--- src/common/sfc_consts.vh ---
`ifndef SFC_CONSTS_VH
`define SFC_CONSTS_VH

// ----------------------------------------
// Register map (word index on the plain port)
// ----------------------------------------
`define SFC_ADDR_W          4
`define SFC_DATA_W          16
`define SFC_REG_STATUS      4'h0
`define SFC_REG_MASK        4'h1
`define SFC_REG_LEVEL       4'h2

// ----------------------------------------
// Status and mask bit positions
// ----------------------------------------
`define SFC_EV_W            4
`define SFC_EV_OVERFLOW     0
`define SFC_EV_UNDERFLOW    1
`define SFC_EV_ALMOST_FULL  2
`define SFC_EV_ALMOST_EMPTY 3

// ----------------------------------------
// Level register fields
// ----------------------------------------
`define SFC_LEVEL_MODE_BIT  15

// ----------------------------------------
// Offset register file and default offsets
// ----------------------------------------
`define SFC_OFS_EMPTY_LO    2'h0
`define SFC_OFS_EMPTY_HI    2'h1
`define SFC_OFS_FULL_LO     2'h2
`define SFC_OFS_FULL_HI     2'h3
`define SFC_OFS_DEFAULT     16'h0007
`define SFC_OFS_LO_RESET    8'h07
`define SFC_OFS_HI_RESET    8'h00

// ----------------------------------------
// Dual-purpose pin modes
// ----------------------------------------
`define SFC_MODE_LOAD       1'b0
`define SFC_MODE_SECOND_WE  1'b1

`endif

--- src/core/sfc_ram.v ---
`default_nettype none

// ----------------------------------------
// Storage array, one write port, async read
// ----------------------------------------
module sfc_ram #(
	parameter WIDTH  = 9,
	parameter ADDR_W = 6
) (
	input  wire              clk,
	input  wire              we,
	input  wire [ADDR_W-1:0] waddr,
	input  wire [WIDTH-1:0]  wdata,
	input  wire [ADDR_W-1:0] raddr,
	output wire [WIDTH-1:0]  rdata
);
	reg [WIDTH-1:0] mem [0:(1<<ADDR_W)-1];

	// No reset: contents are don't-care until written
	always @(posedge clk) begin
		if (we) begin
			mem[waddr] <= wdata;
		end
	end

	// Read mux; the caller registers the word
	assign rdata = mem[raddr];
endmodule

`default_nettype wire

--- src/core/sfc_fifo.v ---
// The address-and-strobe port and the address map were chosen for this implementation.
`include "sfc_consts.vh"
`default_nettype none

module sfc_fifo #(
	parameter WIDTH  = 9,
	parameter ADDR_W = 6
) (
	input  wire                   clk,
	input  wire                   rst_b,
	input  wire                   master_reset_n,
	input  wire [WIDTH-1:0]       wr_data,
	input  wire                   primary_write_gate_n,
	input  wire                   second_write_gate_or_offset_load,
	input  wire                   primary_read_gate_n,
	input  wire                   secondary_read_gate_n,
	output reg  [WIDTH-1:0]       rd_data,
	output reg                    empty_indicator_n,
	output reg                    full_indicator_n,
	output reg                    almost_empty_indicator_n,
	output reg                    almost_full_indicator_n,
	input  wire [`SFC_ADDR_W-1:0] reg_addr,
	input  wire [`SFC_DATA_W-1:0] reg_wdata,
	input  wire                   reg_wr,
	input  wire                   reg_rd,
	output reg  [`SFC_DATA_W-1:0] reg_rdata,
	output wire                   irq
);
	localparam [ADDR_W:0] DEPTH = {1'b1, {ADDR_W{1'b0}}};

	reg                    mode_reg;
	reg  [7:0]             ofs_reg [0:3];
	reg  [1:0]             ld_wsel_reg;
	reg  [1:0]             ld_rsel_reg;
	reg  [ADDR_W-1:0]      wptr_reg;
	reg  [ADDR_W-1:0]      rptr_reg;
	reg  [ADDR_W:0]        count_reg;
	reg  [ADDR_W:0]        count_next;
	reg  [`SFC_EV_W-1:0]   status_reg;
	reg  [`SFC_EV_W-1:0]   mask_reg;
	reg  [`SFC_EV_W-1:0]   events;
	wire [WIDTH-1:0]       ram_rdata;
	wire                   load_sel;
	wire                   wr_req;
	wire                   rd_req;
	wire                   do_wr;
	wire                   do_rd;
	wire                   ld_wr;
	wire                   ld_rd;
	wire [15:0]            empty_ofs;
	wire [15:0]            full_ofs;
	wire [16:0]            count_ext;
	wire                   ae_low_next;
	wire                   af_low_next;

	// ----------------------------------------
	// Access decode
	// ----------------------------------------
	// Load selection only exists in load mode with the pin low
	assign load_sel = (mode_reg == `SFC_MODE_LOAD) && !second_write_gate_or_offset_load;
	// both write gates needed
	// Pin high is also the normal-write level in load mode, so one term serves both
	assign wr_req   = !primary_write_gate_n && second_write_gate_or_offset_load;
	assign rd_req   = !primary_read_gate_n && !secondary_read_gate_n;
	assign do_wr    = wr_req && full_indicator_n && master_reset_n;
	assign do_rd    = rd_req && !load_sel && empty_indicator_n && master_reset_n;
	// load write when primary gate active
	assign ld_wr    = load_sel && !primary_write_gate_n && master_reset_n;
	assign ld_rd    = load_sel && rd_req && master_reset_n;

	// ----------------------------------------
	// Mode capture
	// ----------------------------------------
	// sample pin only while reset held
	// low selects load, high selects second write gate
	always @(posedge clk or negedge rst_b) begin
		if (!rst_b) begin
			mode_reg <= `SFC_MODE_LOAD;
		end else if (!master_reset_n) begin
			mode_reg <= second_write_gate_or_offset_load;
		end
	end

	// ----------------------------------------
	// Offset registers and load sequencers
	// ----------------------------------------
	// Only the low byte of each data word is loaded; bit 8 is ignored
	always @(posedge clk or negedge rst_b) begin
		if (!rst_b) begin
			ofs_reg[0]  <= `SFC_OFS_LO_RESET;
			ofs_reg[1]  <= `SFC_OFS_HI_RESET;
			ofs_reg[2]  <= `SFC_OFS_LO_RESET;
			ofs_reg[3]  <= `SFC_OFS_HI_RESET;
			ld_wsel_reg <= 2'h0;
			ld_rsel_reg <= 2'h0;
		end else if (!master_reset_n) begin
			ofs_reg[0]  <= `SFC_OFS_LO_RESET;
			ofs_reg[1]  <= `SFC_OFS_HI_RESET;
			ofs_reg[2]  <= `SFC_OFS_LO_RESET;
			ofs_reg[3]  <= `SFC_OFS_HI_RESET;
			ld_wsel_reg <= 2'h0;
			ld_rsel_reg <= 2'h0;
		end else begin
			if (ld_wr) begin
				ofs_reg[ld_wsel_reg] <= wr_data[7:0];
				ld_wsel_reg          <= ld_wsel_reg + 2'h1;
			end
			if (ld_rd) begin
				ld_rsel_reg <= ld_rsel_reg + 2'h1;
			end
		end
	end

	assign empty_ofs = (mode_reg == `SFC_MODE_SECOND_WE) ? `SFC_OFS_DEFAULT :
		{ofs_reg[`SFC_OFS_EMPTY_HI], ofs_reg[`SFC_OFS_EMPTY_LO]};
	assign full_ofs  = (mode_reg == `SFC_MODE_SECOND_WE) ? `SFC_OFS_DEFAULT :
		{ofs_reg[`SFC_OFS_FULL_HI], ofs_reg[`SFC_OFS_FULL_LO]};

	// ----------------------------------------
	// Storage
	// ----------------------------------------
	sfc_ram #(
		.WIDTH  (WIDTH),
		.ADDR_W (ADDR_W)
	) u_ram (
		.clk   (clk),
		.we    (do_wr),
		.waddr (wptr_reg),
		.wdata (wr_data),
		.raddr (rptr_reg),
		.rdata (ram_rdata)
	);

	// ----------------------------------------
	// Pointers, level and flags
	// ----------------------------------------
	// Next level from this cycle's accepted accesses
	always @* begin
		count_next = count_reg;
		if (do_wr && !do_rd) begin
			count_next = count_reg + {{ADDR_W{1'b0}}, 1'b1};
		end else if (do_rd && !do_wr) begin
			count_next = count_reg - {{ADDR_W{1'b0}}, 1'b1};
		end
	end

	assign count_ext   = {{(16-ADDR_W){1'b0}}, count_next};
	// low while level at most offset
	assign ae_low_next = count_ext <= {1'b0, empty_ofs};
	assign af_low_next = (count_ext + {1'b0, full_ofs}) >= {{(16-ADDR_W){1'b0}}, DEPTH};

	// Flags come from the next level, so they agree with the level one edge on.
	// single clock, flag moves on the edge after the access
	// read at the rising edge leaving offset words drives almost empty low
	always @(posedge clk or negedge rst_b) begin
		if (!rst_b) begin
			wptr_reg                 <= {ADDR_W{1'b0}};
			rptr_reg                 <= {ADDR_W{1'b0}};
			count_reg                <= {(ADDR_W+1){1'b0}};
			empty_indicator_n        <= 1'b0;
			full_indicator_n         <= 1'b1;
			almost_empty_indicator_n <= 1'b0;
			almost_full_indicator_n  <= 1'b1;
		end else if (!master_reset_n) begin
			wptr_reg                 <= {ADDR_W{1'b0}};
			rptr_reg                 <= {ADDR_W{1'b0}};
			count_reg                <= {(ADDR_W+1){1'b0}};
			empty_indicator_n        <= 1'b0;
			full_indicator_n         <= 1'b1;
			almost_empty_indicator_n <= 1'b0;
			almost_full_indicator_n  <= 1'b1;
		end else begin
			if (do_wr) begin
				wptr_reg <= wptr_reg + {{(ADDR_W-1){1'b0}}, 1'b1};
			end
			if (do_rd) begin
				rptr_reg <= rptr_reg + {{(ADDR_W-1){1'b0}}, 1'b1};
			end
			count_reg                <= count_next;
			empty_indicator_n        <= (count_next != {(ADDR_W+1){1'b0}});
			full_indicator_n         <= (count_next != DEPTH);
			almost_empty_indicator_n <= !ae_low_next;
			almost_full_indicator_n  <= !af_low_next;
		end
	end

	// ----------------------------------------
	// Read data
	// ----------------------------------------
	// Output holds its last word when no read is taken
	always @(posedge clk or negedge rst_b) begin
		if (!rst_b) begin
			rd_data <= {WIDTH{1'b0}};
		end else if (!master_reset_n) begin
			rd_data <= {WIDTH{1'b0}};
		end else if (ld_rd) begin
			rd_data <= {{(WIDTH-8){1'b0}}, ofs_reg[ld_rsel_reg]};
		end else if (do_rd) begin
			rd_data <= ram_rdata;
		end
	end

	// ----------------------------------------
	// Events, status, mask and register port
	// ----------------------------------------
	always @* begin
		events                        = {`SFC_EV_W{1'b0}};
		events[`SFC_EV_OVERFLOW]      = wr_req && !full_indicator_n && master_reset_n;
		events[`SFC_EV_UNDERFLOW]     = rd_req && !load_sel && !empty_indicator_n
			&& master_reset_n;
		events[`SFC_EV_ALMOST_FULL]   = master_reset_n && af_low_next
			&& almost_full_indicator_n;
		events[`SFC_EV_ALMOST_EMPTY]  = master_reset_n && ae_low_next
			&& almost_empty_indicator_n;
	end

	// Set wins over a same-cycle write-one-to-clear, so no event is lost
	always @(posedge clk or negedge rst_b) begin
		if (!rst_b) begin
			status_reg <= {`SFC_EV_W{1'b0}};
			mask_reg   <= {`SFC_EV_W{1'b0}};
			reg_rdata  <= {`SFC_DATA_W{1'b0}};
		end else begin
			if (reg_wr && reg_addr == `SFC_REG_STATUS) begin
				status_reg <= (status_reg & ~reg_wdata[`SFC_EV_W-1:0]) | events;
			end else begin
				status_reg <= status_reg | events;
			end
			if (reg_wr && reg_addr == `SFC_REG_MASK) begin
				mask_reg <= reg_wdata[`SFC_EV_W-1:0];
			end
			// Unmapped addresses read zero
			reg_rdata <= {`SFC_DATA_W{1'b0}};
			if (reg_rd) begin
				case (reg_addr)
				`SFC_REG_STATUS: begin
					reg_rdata <= {{(`SFC_DATA_W-`SFC_EV_W){1'b0}}, status_reg};
				end
				`SFC_REG_MASK: begin
					reg_rdata <= {{(`SFC_DATA_W-`SFC_EV_W){1'b0}}, mask_reg};
				end
				`SFC_REG_LEVEL: begin
					reg_rdata <= {mode_reg, {(`SFC_DATA_W-2-ADDR_W){1'b0}}, count_reg};
				end
				default: begin
					reg_rdata <= {`SFC_DATA_W{1'b0}};
				end
				endcase
			end
		end
	end

	// Level interrupt while any unmasked status bit stands
	assign irq = |(status_reg & mask_reg);
endmodule

`default_nettype wire

--- config.mk ---
export PLATFORM = sky130hd
export DESIGN_NAME = sfc_fifo
export DESIGN_NICKNAME = d
export VERILOG_FILES = /design/src/core/sfc_ram.v /design/src/core/sfc_fifo.v
export VERILOG_INCLUDE_DIRS = /design/src /design/src/common
export SDC_FILE = /design/constraint.sdc
export NUM_CORES = 1
export LEC_CHECK = 0
export BUFFER_PORTS_ARGS = -buffer_cell sky130_fd_sc_hd__buf_2
export CORE_MARGIN = 4
export CORE_UTILIZATION = 50
export DETAILED_ROUTE_END_ITERATION = 12
export PLACE_DENSITY = 0.65
export SYNTH_ARGS = -nofsm -noshare
export SYNTH_HDL_FRONTEND = slang
export SYNTH_SLANG_ARGS = --single-unit
--- constraint.sdc ---
create_clock -name clk -period 9.8 [get_ports clk]
set_clock_uncertainty 0.1 [all_clocks]
set_input_delay 0 -clock clk [delete_from_list [all_inputs] [get_ports clk]]
set_output_delay 0 -clock clk [all_outputs]
set_load 0.01 [all_outputs]
Word-level counts from Yosys, hierarchy flattened. Memory sizes are Yosys's and may differ from the RTL's. Cells that the tools add are included.

Register bits: 93. RAM bits: 576. Bits of input ports: 38. Output and inout port bits: 30. Logic and storage cells: 119. Memories kept: 1.

$add $sub $neg: 7. Order comparisons: 5. Equal/unequal tests: 8. Muxes and demuxes: 33. Bitwise operators: 8. Reduce and logical (&&, ||, !) cells: 39.

Memory list: u_ram.mem (words 64, bits a word 9, read ports 1, clocked after Yosys merged registers in 0, write ports 1, RTL line sfc_ram.v:17) `reg [WIDTH-1:0] mem [0:(1<<ADDR_W)-1];`.

Operators with widths (count): $mux W32 (2); $mux W16 (3); $pmux W16 S3 (1); $bwmux W32 (1); $mux W9 (3); $logic_and A1 B1 Y1 (25); $mux W6 (4); $mux W8 (3); $mux W7 (3); $add A7 B16 Y17 (1); $ge A17 B7 Y1 const B (1); $bmux W8 S2 (1); $demux W8 S2 (1); $le A7 B16 Y1 (1); $add A6 B1 Y6 const B (2); $logic_not A1 Y1 (11); $and A4 B4 Y4 (2); $mux W2 (4); $ne A2 B1 Y1 const B (4); $or A4 B4 Y4 (2); $add A7 B1 Y7 const B (1); $ne A7 B7 Y1 const B (1); $reduce_bool A7 Y1 (1); $sub A7 B1 Y7 const B (1); other kinds (13) (21).

Logic depth before layout (Yosys ltp). Gate-level depths: netlist of the first run.

Depth after elaboration: 15. Depth in mapped cells: 18. Depth with buffers taken out: 17.

By module. Synthesis of the first run repeated with hierarchy kept, for this count alone.

Cell total of the unflattened synthesis: 1562. Area, all modules: 27406.3 um^2.

Modules (own cells, without submodules): sfc_ram (times used 1, cells an instance 1011, area an instance 22414.0 um^2, sequential area each 17296.6 um^2); sfc_fifo (times used 1, cells an instance 551, area an instance 4992.3 um^2, sequential area each 2137.0 um^2).

Worst setup path before layout of the first run. OpenSTA, ideal clock, no wires.

Path type: reg2reg. Start point: register empty_indicator_n. End point: register status_reg[2]. Library setup time: 124 ps. Arrival: 3770 ps. Data required time: 9576 ps. Setup slack: 5806 ps. Stages on the path, launching flop included: 17. Buffers on the path: 0. Period minus slack after synthesis: 3994 ps. Cells stage by stage: dfrtp_1 or3b_4 nor3_1 nand3_1 nor4_1 nor3b_1 a31oi_1 xnor2_1 ha_1 and2_1 o2111ai_1 a2111oi_2 nor3_1 nor3b_1 nor4_1 nand4_1 o31a_1.

Word-level cells in the longest chain between the ends: 11. Elaborated cells between the ends (all ways): 14. Those cells by class: add/sub: 1; order compare: 1; mux: 3; bitwise: 2; reduce/logical: 7.

RTL lines: from (decl) (RTL line sfc_fifo.v:18) `output reg empty_indicator_n,`; from (signal assigned) (RTL line sfc_fifo.v:180) `empty_indicator_n <= (count_next != {(ADDR_W+1){1'b0}});`; $logic_and A1 B1 Y1 (*) (2 in series) (RTL line sfc_fifo.v:66) `assign do_rd = rd_req && !load_sel && empty_indicator_n && master_reset_n;`; $logic_and A1 B1 Y1 / $logic_not A1 Y1 (equally long branches) (RTL line sfc_fifo.v:142, sfc_fifo.v:140); $mux W7 / $logic_and A1 B1 Y1 (equally long branches) (RTL line sfc_fifo.v:142, sfc_fifo.v:140); $mux W7 (*) (RTL line sfc_fifo.v:140) `if (do_wr && !do_rd) begin`; $add A7 B16 Y17 (*) (RTL line sfc_fifo.v:150) `assign af_low_next = (count_ext + {1'b0, full_ofs}) >= {{(16-ADDR_W){1'b0}}, DEPTH};`; $ge A17 B7 Y1 (*) (RTL line sfc_fifo.v:150); $logic_and A1 B1 Y1 (*) (RTL line sfc_fifo.v:211) `` events[`SFC_EV_ALMOST_FULL] = master_reset_n && af_low_next ``; $logic_and A1 B1 Y1 (*) (RTL line sfc_fifo.v:212) `&& almost_full_indicator_n;`; $or A4 B4 Y4, on equally long branches (RTL line sfc_fifo.v:227, sfc_fifo.v:225); $mux W4 (*) (RTL line sfc_fifo.v:224) `` if (reg_wr && reg_addr == `SFC_REG_STATUS) begin ``; to (signal assigned) (RTL line sfc_fifo.v:220) `` status_reg <= {`SFC_EV_W{1'b0}}; ``; to (signal assigned) (RTL line sfc_fifo.v:225) `` status_reg <= (status_reg & ~reg_wdata[`SFC_EV_W-1:0]) | events; ``; to (signal assigned) (RTL line sfc_fifo.v:227) `status_reg <= status_reg | events;`; to (decl) (RTL line sfc_fifo.v:39) `` reg [`SFC_EV_W-1:0] status_reg; ``.

Mark *: on every way between the ends. The rest lies on a longest branch, timed or not. A chain may end at the register's enable or synchronous reset.

Worst setup path after layout of the first run.
Start point: register mode_reg. End point: register status_reg[2].

Word-level cells in the longest chain between the ends: 15. Elaborated cells between the ends (all ways): 19. Those cells by class: add/sub: 1; order compare: 1; mux: 4; bitwise: 3; reduce/logical: 10.

RTL lines: from (decl) (RTL line sfc_fifo.v:31) `reg mode_reg;`; from (signal assigned) (RTL line sfc_fifo.v:78) `` mode_reg <= `SFC_MODE_LOAD; ``; from (signal assigned) (RTL line sfc_fifo.v:80) `mode_reg <= second_write_gate_or_offset_load;`; $not A1 Y1 (no line); $logic_and A1 B1 Y1 (RTL line sfc_fifo.v:60) `` assign load_sel = (mode_reg == `SFC_MODE_LOAD) && !second_write_gate_or_offset_load; ``; $logic_not A1 Y1 (RTL line sfc_fifo.v:66); $logic_and A1 B1 Y1 (3 in series) (RTL line sfc_fifo.v:66); $logic_and A1 B1 Y1 / $logic_not A1 Y1 (equally long branches) (RTL line sfc_fifo.v:142, sfc_fifo.v:140); $mux W7 / $logic_and A1 B1 Y1 (equally long branches) (RTL line sfc_fifo.v:142, sfc_fifo.v:140); $mux W7 (RTL line sfc_fifo.v:140); $add A7 B16 Y17 (*) (RTL line sfc_fifo.v:150); $ge A17 B7 Y1 (*) (RTL line sfc_fifo.v:150); $logic_and A1 B1 Y1 (*) (RTL line sfc_fifo.v:211); $logic_and A1 B1 Y1 (*) (RTL line sfc_fifo.v:212); $or A4 B4 Y4, on equally long branches (RTL line sfc_fifo.v:227, sfc_fifo.v:225); $mux W4 (*) (RTL line sfc_fifo.v:224).

Marked as above.

==> flow_summary.yaml, run 1 <==
final_layout:
  final_nets: 1631
  num-fill-cells: 3987
  area_growth_syn_to_layout_pct: 12.7
  layout-drive-gt1-share: 0.243
  largest_register_ffs: 576
  n_antenna_cell: 0
die:
  die_y_um: 241
  die-area_um2: 58200
  dieWidth_um: 241
  start_util: 0.506
  io_pins: 68
  rows: 85
  core_um2: 53800
synthesis:
  synth_area_um2: 27200
  avgSynthCellArea_um2: 18.5
  synth_cell_types: 71
  synth_seq_cells: 661
  postSynth.asyncResetShare: 0.129
  synth_ff_type: "edfxtp_1"
  netlist_instances: 1470
  synth_edf_count: 576
  ys_seq_area_frac: 0.714
  yosysWarnings: 0
grt:
  grt_pass1_vias: 14000
  grtUsageTotal: 0.211
  grt_max_degree: 108
  grt-ovfl-total: 0
  antenna_found_initial: 4
  grt_pass1_wl_um: 90700
place:
  io_buffers: 47
  dp_hpwl_um: 35900
  place.gp.congestion: 0.857
min_path:
  hold_path.class: "primary input to register"
clock_network:
  cts_sinks: 661
  clk_pin_slew_ns: 0.06
  htreeDepth: 3
  clk_latency_ns: 0.60
  numCtsBuffers: 70
  cts_tree: "built"
  cts-root-buf: "clkbuf_16"
  post_cts_buffers: 0
  cts.path.max_buffers: 3
worst_setup_path:
  path_class: "register to register"
  crit_path_max_fanout: 27
  end_kind: "register"
  cp.arrival_ns: 5.59
  start_kind: "register"
  required_ns: 10.17
routing:
  dr.pass1.iters: 5
  wirelength_um: 60000
  final_antenna_net_count: 0
  first_iter_violations: 1464
  viasPerCell: 6.07
  via_count: 14100
  wl_per_cell_um: 25.9
  drc: 0
power_and_ir_drop:
  p_leak_nw: 9.80
  powerDensity_nw_per_um2: 189
  irDropWorstVdd_uv: 176
job:
  max_cap_violations: 0
timing:
  drv_slew: 0
  fin_crit_sh: 0.533
  worst_slew_pin_slew_ns: 1.14
  min_period_ns: 5.23
  slew_headroom: 0.243
  finalSetupTns_ns: 0
  whs_ns: 0.0362
  hold_viol: 0
  fmax_ghz: 0.191
  grt_setup_unrepaired: "no"
  setup_viol_count_final: 0
run_status:
  status: "finished, final reports clean"
==> cells in the mapped netlist (2+ instances only) <==
library cell | count | area (um^2)
o21ai_0 | 9 | 45.0
a31oi_1 | 9 | 56.3
nand3b_1 | 3 | 22.5
dfstp_2 | 8 | 210
inv_1 | 13 | 48.8
a311oi_1 | 6 | 52.6
xnor2_1 | 8 | 70.1
nand2_1 | 119 | 447
nor3b_1 | 3 | 22.5
buf_1 | 7 | 26.3
o41ai_1 | 2 | 17.5
o2111ai_1 | 3 | 26.3
nor4_1 | 9 | 56.3
nand2b_1 | 9 | 56.3
or4_1 | 2 | 15.0
nor2b_1 | 12 | 75.1
buf_2 | 18 | 90.1
a22oi_1 | 3 | 22.5
nand4_1 | 10 | 62.6
and3_1 | 2 | 12.5
a211oi_1 | 2 | 15.0
nand3_1 | 35 | 175
dfrtp_1 | 77 | 1930
edfxtp_1 | 576 | 17300
nor3_1 | 15 | 75.1
or2_2 | 6 | 37.5
a32o_1 | 2 | 20.0
nor2_1 | 108 | 405
xor2_1 | 11 | 96.3
buf_4 | 10 | 75.1
and2_1 | 16 | 100
a21o_1 | 5 | 37.5
a21oi_1 | 44 | 220
ha_1 | 21 | 263
mux4_2 | 197 | 4440
o21a_1 | 3 | 22.5
mux2_2 | 5 | 56.3
clkbuf_1 | 46 | 173
mux2i_1 | 4 | 40.0
==> per-stage QoR <==
step | instances | setup WS, ns | cell area (um^2) | power (mW) | util
floorplan | 1477 | 5.81 | 27200 | 3.26 | -
global placement | 2161 | 4.68 | 28200 | 3.35 | 0.524
detailed placement | 2161 | 4.74 | 28200 | 3.36 | 0.524
CTS | 2316 | 4.69 | 30700 | 5.85 | 0.570
global route | 2316 | 4.07 | 30700 | 5.98 | 0.570
finish | 2316 | 4.57 | 30700 | 5.80 | 0.570
==> final timing paths <==
check | from | end | slack (ns) | cells after the start
min | wr_data[3] | u_ram.mem[63][3]$_DFFE_PP_ | 0.04 | 2
min in group asynchronous | rst_b | reg_rdata[15]$_DFF_PN0_ | 0.07 | 2
max in group asynchronous | rst_b | rptr_reg[1]$_DFFE_PN0P_ | 8.70 | 2
max reg2reg | mode_reg$_DFFE_PN0N_ | status_reg[2]$_DFF_PN0_ | 4.57 | 16
max | mode_reg$_DFFE_PN0N_ | status_reg[2]$_DFF_PN0_ | 4.57 | 16
min reg2reg | ofs_reg[10]$_DFFE_PN1P_ | ofs_reg[10]$_DFFE_PN1P_ | 0.40 | 2
==> logic make-up after synthesis <==
group	synth area share
flops	0.714
simple gates	0.0617
mux	0.167
compound gates	0.0256
buf+inv	0.0154
fa+ha+maj	0.0100
xor+xnor	0.00612
other cells	0.000138
==> report_power, final <==
group,internal [mW],total [mW],switching (mW)
Combinational,0.0897,0.217,0.128
Sequential,3.08,3.10,0.0219
Clock,1.44,2.48,1.04
Total,4.61,5.80,1.19
==> repair_timing <==
item	4_1_cts	5_1_grt
resized for setup	0	0
endpoints found under the hold margin	165	0
hold buffers	35	0
==> area by class of cell <==
| type | instances | area (um^2) | area share |
|---|---|---|---|
| tap | 696 | 871 | 0.0284 |
| clock inverter | 24 | 210 | 0.00686 |
| inverter | 13 | 48.8 | 0.00159 |
| clock buffer | 96 | 1910 | 0.0623 |
| multi-input combinational | 721 | 7400 | 0.241 |
| timing repair buffer | 105 | 773 | 0.0252 |
| sequential | 661 | 19400 | 0.634 |
==> layer usage <==
| metal | global-route usage | routed length, um | part of all wire | vias up |
|---|---|---|---|---|
| li1 | - | - | - | 6088 |
| met1 | 0.307 | 25800 | 0.43 | 7402 |
| met2 | 0.333 | 29100 | 0.48 | 474 |
| met3 | 0.0410 | 3660 | 0.061 | 89 |
| met4 | 0.0589 | 1480 | 0.025 | 0 |
| met5 | 0 | 0 | 0 | - |
==> layout by cell type (no fill, tap or decap), types with 5 or more instances in the layout <==
master and n:
xor2_1 11, clkinv_1 13, dfstp_2 8, clkbuf_16 71, mux2_2 5, nor3_1 14, nor4_1 6, or2_2 6
conb_1 8, a21oi_1 44, clkbuf_1 21, and2_1 16, dfrtp_1 73, dlygate4sd3_1 35, nor2_1 108, xnor2_1 8
nand4_1 10, nor2b_1 12, nand2_1 119, nand3_1 35, a31oi_1 9, buf_4 23, edfxtp_1 576, inv_1 12
a311oi_1 6, buf_2 46, o21ai_0 9, nand2b_1 9, a21o_1 5, mux4_2 197, ha_1 21
==> worst max-delay path: stages (launching register included) <==
cell	delay [ns]
dfrtp_1	0.84
nor2_1	0.27
nor3_1	0.32
nand3_1	0.15
nor4_1	0.31
nor3b_1	0.22
a31oi_1	0.07
xnor2_1	0.48
ha_1	0.39
and2_1	0.18
o2111ai_1	0.11
a2111oi_2	0.10
nor3_1	0.61
nor3b_1	0.11
nor4_1	0.30
nand4_1	0.19
o31a_1	0.32
Note: power is estimated with default switching activity, not from simulation.
==> run 2: changes to the inputs <==
--- a/config.mk
+++ b/config.mk
@@ -10,7 +10,7 @@
 export CORE_MARGIN = 4
 export CORE_UTILIZATION = 50
 export DETAILED_ROUTE_END_ITERATION = 12
-export PLACE_DENSITY = 0.65
+export PLACE_DENSITY = 0.68
 export SYNTH_ARGS = -nofsm -noshare
 export SYNTH_HDL_FRONTEND = slang
 export SYNTH_SLANG_ARGS = --single-unit
==> constraint.sdc (replaced) <==
create_clock -name clk -period 4.3 [get_ports clk]
set_clock_uncertainty 0.1 [all_clocks]
set_input_delay 0 -clock clk [delete_from_list [all_inputs] [get_ports clk]]
set_output_delay 0 -clock clk [all_outputs]
set_load 0.01 [all_outputs]
==> run 2 against run 1 <==
Against the previous run:
- power increased by 130%
- first-iteration DRC count fell by 0.55%
- sequential cell count unchanged
- global-route usage increased by 0.35 points
- register-to-register slack lost 4.4 ns
- critical path type unchanged
- critical endpoint unchanged
- largest power group unchanged
==> flow_summary.yaml, run 2 (same netlist as run 1, synthesis figures left out) <==
min_path:
  hold_path.class: "primary input to register"
  min_from: "wr_data[3]"
  whs_path_depth: 2
  whs_endpoint: "u_ram.mem[61][3]$_DFFE_PP_"
worst_setup_path:
  crit_path_max_fanout: 4
  path_class: "register to register"
  reg2reg_slack_ns: 0.17
  rr_startpoint: "empty_indicator_n$_DFF_PN0_"
  cp.arrival_ns: 4.51
  worst_r2r_endpoint: "status_reg[2]$_DFF_PN0_"
  end_kind: "register"
  start_kind: "register"
  rr_worst_depth: 17
  required_ns: 4.68
clock_network:
  cts.path.max_buffers: 3
  clk_latency_ns: 0.61
  numCtsBuffers: 68
  cts-root-buf: "clkbuf_16"
  clk_pin_slew_ns: 0.06
  cts_sinks: 661
  cts_tree: "built"
  htreeDepth: 3
die:
  io_pins: 68
  start_util: 0.506
  die-area_um2: 58200
  die_y_um: 241
  dieWidth_um: 241
  core_um2: 53800
  rows: 85
routing:
  dr.pass1.iters: 5
  first_iter_violations: 1456
  final_antenna_net_count: 0
  wirelength_um: 60900
  drc: 0
  viasPerCell: 6.06
  via_count: 14300
  wl_per_cell_um: 25.8
grt:
  antenna_found_initial: 2
  grt-ovfl-total: 0
  grtUsageTotal: 0.214
  grt_pass1_wl_um: 92400
  grt_busiest_layer: "met2"
  grt_max_degree: 86
  grt_use_met2: 0.333
  use_met1: 0.311
  grt_pass1_vias: 14500
  grtUsageMet3: 0.0476
timing:
  fmax_ghz: 0.242
  setup_viol_count_final: 0
  fin_crit_sh: 0.960
  min_period_ns: 4.13
  slew_headroom: 0.254
  drv_slew: 0
  fin_ws_ns: 0.174
  hold_viol: 0
  worst_slew_pin_slew_ns: 1.12
final_layout:
  area_growth_syn_to_layout_pct: 14.7
  stdcell_area_um2: 31200
  final_common_cell: "edfxtp_1"
  fin_util: 0.580
  num-fill-cells: 3943
  mostFrequentLayoutCells: "576 x edfxtp_1, 197 x mux4_2, 119 x nand2_1"
  instances_no_fill: 2356
  final_nets: 1666
  layout-drive-gt1-share: 0.274
  n_antenna_cell: 0
  largest_register_ffs: 576
place:
  io_buffers: 47
  place.gp.congestion: 0.865
  place_area_um2: 28500
  dp_hpwl_um: 37800
  dp.cells: 2196
  pre_cts_slack_ns: 0.108
power_and_ir_drop:
  irDropWorstVdd_uv: 354
  powerDensity_nw_per_um2: 433
  p_leak_nw: 10.1
job:
  max_cap_violations: 0
run_status:
  status: "finished, final reports clean"
-- run 2: final cells by class --
class	instances	area [um^2]	share of cell area
Clock buffer	80	1840	0.0590
Clock inverter	43	412	0.0132
Inverter	13	48.8	0.00156
Multi-Input combinational cell	721	7450	0.239
Sequential cell	661	19400	0.623
Tap cell	696	871	0.0279
Timing Repair Buffer	142	1140	0.0364
-- run 2: how the worst max path moves through the flow --
stage	from	to	slack, ns	cells past startpoint
final	empty_indicator_n$_DFF_PN0_	status_reg[2]$_DFF_PN0_	0.17	17
after CTS	empty_indicator_n$_DFF_PN0_	status_reg[2]$_DFF_PN0_	0.08	17
after global placement	empty_indicator_n$_DFF_PN0_	status_reg[2]$_DFF_PN0_	0.14	17
after detailed placement	empty_indicator_n$_DFF_PN0_	status_reg[2]$_DFF_PN0_	0.11	17
after floorplan	empty_indicator_n$_DFF_PN0_	status_reg[2]$_DFF_PN0_	0.31	16
after global routing	empty_indicator_n$_DFF_PN0_	status_reg[2]$_DFF_PN0_	-0.01	17
-- run 2: per-layer routing --
metal,wire length (um),vias up
met5,11,-
li1,-,6160
met4,1670,2
met1,25900,7488
met2,29200,503
met3,4080,114
-- run 2: worst max-delay path: stages (launching register included) --
cell	delay, ns
dfrtp_1	0.38
or3b_4	0.43
nor3_4	0.23
nand3_2	0.13
nor4_4	0.30
nor3b_2	0.19
a31oi_1	0.06
xnor2_1	0.18
ha_1	0.35
a21o_1	0.21
o21ba_2	0.21
a22o_1	0.18
and3_1	0.21
a211oi_2	0.21
o221a_1	0.21
a31o_1	0.11
nand2_1	0.06
o31a_1	0.26
-- run 2: power breakdown --
group	internal, mW	total (mW)	leakage, nW	switching, mW
Clock	3.50	5.93	1.11	2.43
Sequential	7.02	7.06	6.31	0.0440
Combinational	0.213	0.516	2.69	0.304
-- run 2: through the flow --
stage	power (mW)	TNS (ns)	hold slack (ns)
finish	13.5	0	0.0251
global route	13.9	-0.0131	0.0426
CTS	13.6	0	0.000278
detailed placement	7.67	0	0.159
global placement	7.66	0	0.151
floorplan	7.44	0	-0.396
-- run 2: what timing repair did --
action,CTS,global route
endpoints found under the hold margin,235,0
gates resized for setup,0,9
hold buffers,34,0
setup endpoints to repair,0,2
buffers inserted,0,3
==> run 3: changes to the inputs <==
--- a/config.mk
+++ b/config.mk
@@ -6,6 +6,7 @@
 export SDC_FILE = /design/constraint.sdc
 export NUM_CORES = 1
 export LEC_CHECK = 0
+export ABC_AREA = 1
 export BUFFER_PORTS_ARGS = -buffer_cell sky130_fd_sc_hd__buf_2
 export CORE_MARGIN = 4
 export CORE_UTILIZATION = 50
==> run 3 against run 2 <==
Against the previous run:
- combinational power is 78% higher
- routed wire length is 19% higher
- non-clock buffer count is 39 higher
- clock-buffer cell count is 8 higher
- maximum frequency is 3.6% higher
- clock power is 3.7% lower
- register-to-register slack better by 0.17 ns
- utilization is 0.43 points lower
- hold slack better by 0.0035 ns
- critical path type is now primary input to register
- largest cell class unchanged
- highest routed layer unchanged
==> flow_summary.yaml, run 3 <==
run_status:
  status: "finished, final reports clean"
synthesis:
  synth_area_um2: 27700
  synth.top_cells.by_area: "edfxtp_1 62%, o21ai_0 7.4%, dfrtp_1 7.0%, nor2_1 6.9%, o22ai_1 4.2%"
  synth_seq_cells: 661
  postSynth.asyncResetShare: 0.129
  netlist_instances: 2391
  yosysTopAreaCell: "edfxtp_1"
  ys_seq_area_frac: 0.701
  yosysWarnings: 0
  synth_ff_type: "edfxtp_1"
  synth_top_area_share: 0.624
  yosysMostFrequentCell: "edfxtp_1"
  avgSynthCellArea_um2: 11.6
  synth_edf_count: 576
  synth_common_cells: "576 x edfxtp_1, 508 x nor2_1, 407 x o21ai_0"
  synth_cell_types: 47
clock_network:
  cts-root-buf: "clkbuf_16"
  cts_sinks: 661
  htreeDepth: 3
  post_cts_buffers: 0
  clk_latency_ns: 0.60
  cts_tree: "built"
  cts.path.max_buffers: 3
  numCtsBuffers: 67
  clk_pin_slew_ns: 0.06
worst_setup_path:
  rr_worst_depth: 24
  crit_start: "secondary_read_gate_n"
  start_kind: "primary input"
  cp.arrival_ns: 4.35
  crit_end: "status_reg[2]$_DFF_PN0_"
  rr_startpoint: "full_indicator_n$_DFF_PN1_"
  worst_r2r_endpoint: "status_reg[2]$_DFF_PN0_"
  required_ns: 4.67
  end_kind: "register"
  path_class: "primary input to register"
  reg2reg_slack_ns: 0.34
  crit_path_max_fanout: 6
timing:
  setup_viol_count_final: 0
  slew_headroom: 0.317
  fin_crit_sh: 0.926
  min_period_ns: 3.98
  drv_slew: 0
  hold_viol: 0
  worst_slew_pin_slew_ns: 1.02
  finalSetupTns_ns: 0
  fin_ws_ns: 0.318
  fmax_ghz: 0.251
routing:
  dr.pass1.iters: 6
  viasPerCell: 5.93
  via_count: 19600
  wirelength_um: 72600
  first_iter_violations: 2260
  drc: 0
  final_antenna_net_count: 0
  wl_per_cell_um: 22.0
final_layout:
  layout-drive-gt1-share: 0.110
  final_common_cell: "edfxtp_1"
  num-fill-cells: 4424
  mostFrequentLayoutCells: "576 x edfxtp_1, 508 x nor2_1, 407 x o21ai_0"
  final_nets: 2560
  n_antenna_cell: 0
  largest_register_ffs: 576
  area_growth_syn_to_layout_pct: 14.2
  fin_util: 0.576
power_and_ir_drop:
  powerDensity_nw_per_um2: 433
  p_leak_nw: 11.2
  irDropWorstVdd_uv: 350
grt:
  grtUsageTotal: 0.241
  grt_pass1_wl_um: 111000
  antenna_found_initial: 1
  grt-ovfl-total: 0
  grt_max_degree: 147
  grt_pass1_vias: 18900
min_path:
  hold_path.class: "primary input to register"
place:
  pre_cts_slack_ns: 0.409
  dp_hpwl_um: 42700
  place.gp.congestion: 0.859
  io_buffers: 47
die:
  die_y_um: 243
  rows: 86
  die-area_um2: 59200
  io_pins: 68
  dieWidth_um: 243
  core_um2: 55000
  start_util: 0.504
job:
  max_cap_violations: 0
-- run 3: changes by cell type in the layout (fill, tap and decap cells not counted), moves of 10 or more --
| cell | previous run | this run |
|---|---|---|
| and2_1 | 16 | 1 |
| buf_4 | 54 | 90 |
| clkbuf_1 | 7 | 17 |
| inv_1 | 12 | 113 |
| mux4_2 | 197 | 0 |
| nand3_1 | 34 | 52 |
| nor2_1 | 108 | 508 |
| nor2b_1 | 12 | 0 |
| o21ai_0 | 9 | 407 |
| o21ai_1 | 0 | 12 |
| o22ai_1 | 0 | 185 |
-- run 3: how the worst min path moves through the flow --
| stage | startpoint | cells past startpoint | to | slack [ns] |
|---|---|---|---|---|
| 6_report | wr_data[5] | 2 | u_ram.mem[55][5]$_DFFE_PP_ | 0.03 |
| 5_1_grt | wr_data[3] | 1 | u_ram.mem[41][3]$_DFFE_PP_ | 0.03 |
| 4_1_cts | wr_data[2] | 1 | u_ram.mem[8][2]$_DFFE_PP_ | 0.005 |
| 3_5_place_dp | rst_b | 1 | reg_rdata[15]$_DFF_PN0_ | -0.09 |
| 3_3_place_gp | rst_b | 1 | reg_rdata[15]$_DFF_PN0_ | -0.1 |
| 2_1_floorplan | rst_b | 0 | almost_empty_indicator_n$_DFF_PN0_ | -0.40 |
-- run 3: layout make-up --
type | instances | area [um^2] | share of cell area
Inverter | 123 | 470 | 0.0149
Clock buffer | 88 | 1840 | 0.0582
Timing Repair Buffer | 181 | 1460 | 0.0460
Tap cell | 748 | 936 | 0.0296
Clock inverter | 33 | 297 | 0.00937
Sequential cell | 661 | 19400 | 0.614
Multi-Input combinational cell | 1467 | 7200 | 0.228
-- run 3: where the power goes --
group / leakage [nW] / total [mW] / switching (mW) / internal [mW]
Combinational: 3.89 / 0.921 / 0.641 / 0.280
Sequential: 6.30 / 7.09 / 0.0548 / 7.03
Clock: 1.03 / 5.71 / 2.38 / 3.32
-- run 3: critical path, stage by stage --
cell and delay [ns]:
dlygate4sd3_1 0.54, buf_2 0.13, nor2_2 0.10, dlygate4sd3_1 0.65, nand3_4 0.15, nand2_2 0.16, nand2_1 0.12, nor3_1 0.16
nand4_1 0.10, o31ai_1 0.11, xor2_1 0.29, inv_1 0.12, ha_1 0.34, inv_1 0.07, nor2_1 0.14, inv_1 0.08
nor4_1 0.24, nand2_1 0.10, nand2_1 0.15, nand2_1 0.07, nand2_1 0.06, nand2_1 0.05, clkinv_1 0.04, nand3_1 0.06
nor2_1 0.10, nand3_1 0.10, nand3_1 0.08, nand2_1 0.05
-- run 3: logic make-up (layout without fill, tap and decap cells) --
| family | count (synthesis) | in the layout | synth area share |
|---|---|---|---|
| and+or+nand+nor | 741 | 741 | 0.108 |
| AOI/OAI and AO/OA | 686 | 686 | 0.137 |
| DFF | 661 | 661 | 0.701 |
| buffers and inverters | 270 | 425 | 0.0399 |
| adders and majority gates | 21 | 21 | 0.00948 |
| xor gates and xnor gates | 11 | 11 | 0.00348 |
| other | 1 | 8 | 0.000135 |
-- run 3: repair_timing --
item                                   CTS  global route
setup endpoints to repair                0             1
gates resized for setup                  0             2
endpoints found under the hold margin  218             0
hold buffers                            36             0
-- run 3: stage by stage --
stage / instance area [um^2] / power [mW] / hold slack, ns / cells
finish: 31600 / 13.7 / 0.0286 / 3301
global route: 31600 / 14.1 / 0.0347 / 3301
CTS: 31600 / 13.8 / 0.00535 / 3301
detailed placement: 29100 / 8.08 / -0.0864 / 3144
global placement: 29100 / 8.06 / -0.0996 / 3144
floorplan: 27700 / 7.72 / -0.396 / 2398
-- run 3: layer usage --
metal  share of wire  global-route usage  wire (um)
met5         0.00018                   0         13
met4           0.028              0.0766       2050
met3           0.095              0.0522       6920
met2            0.48               0.388      34500
met1            0.40               0.330      29100
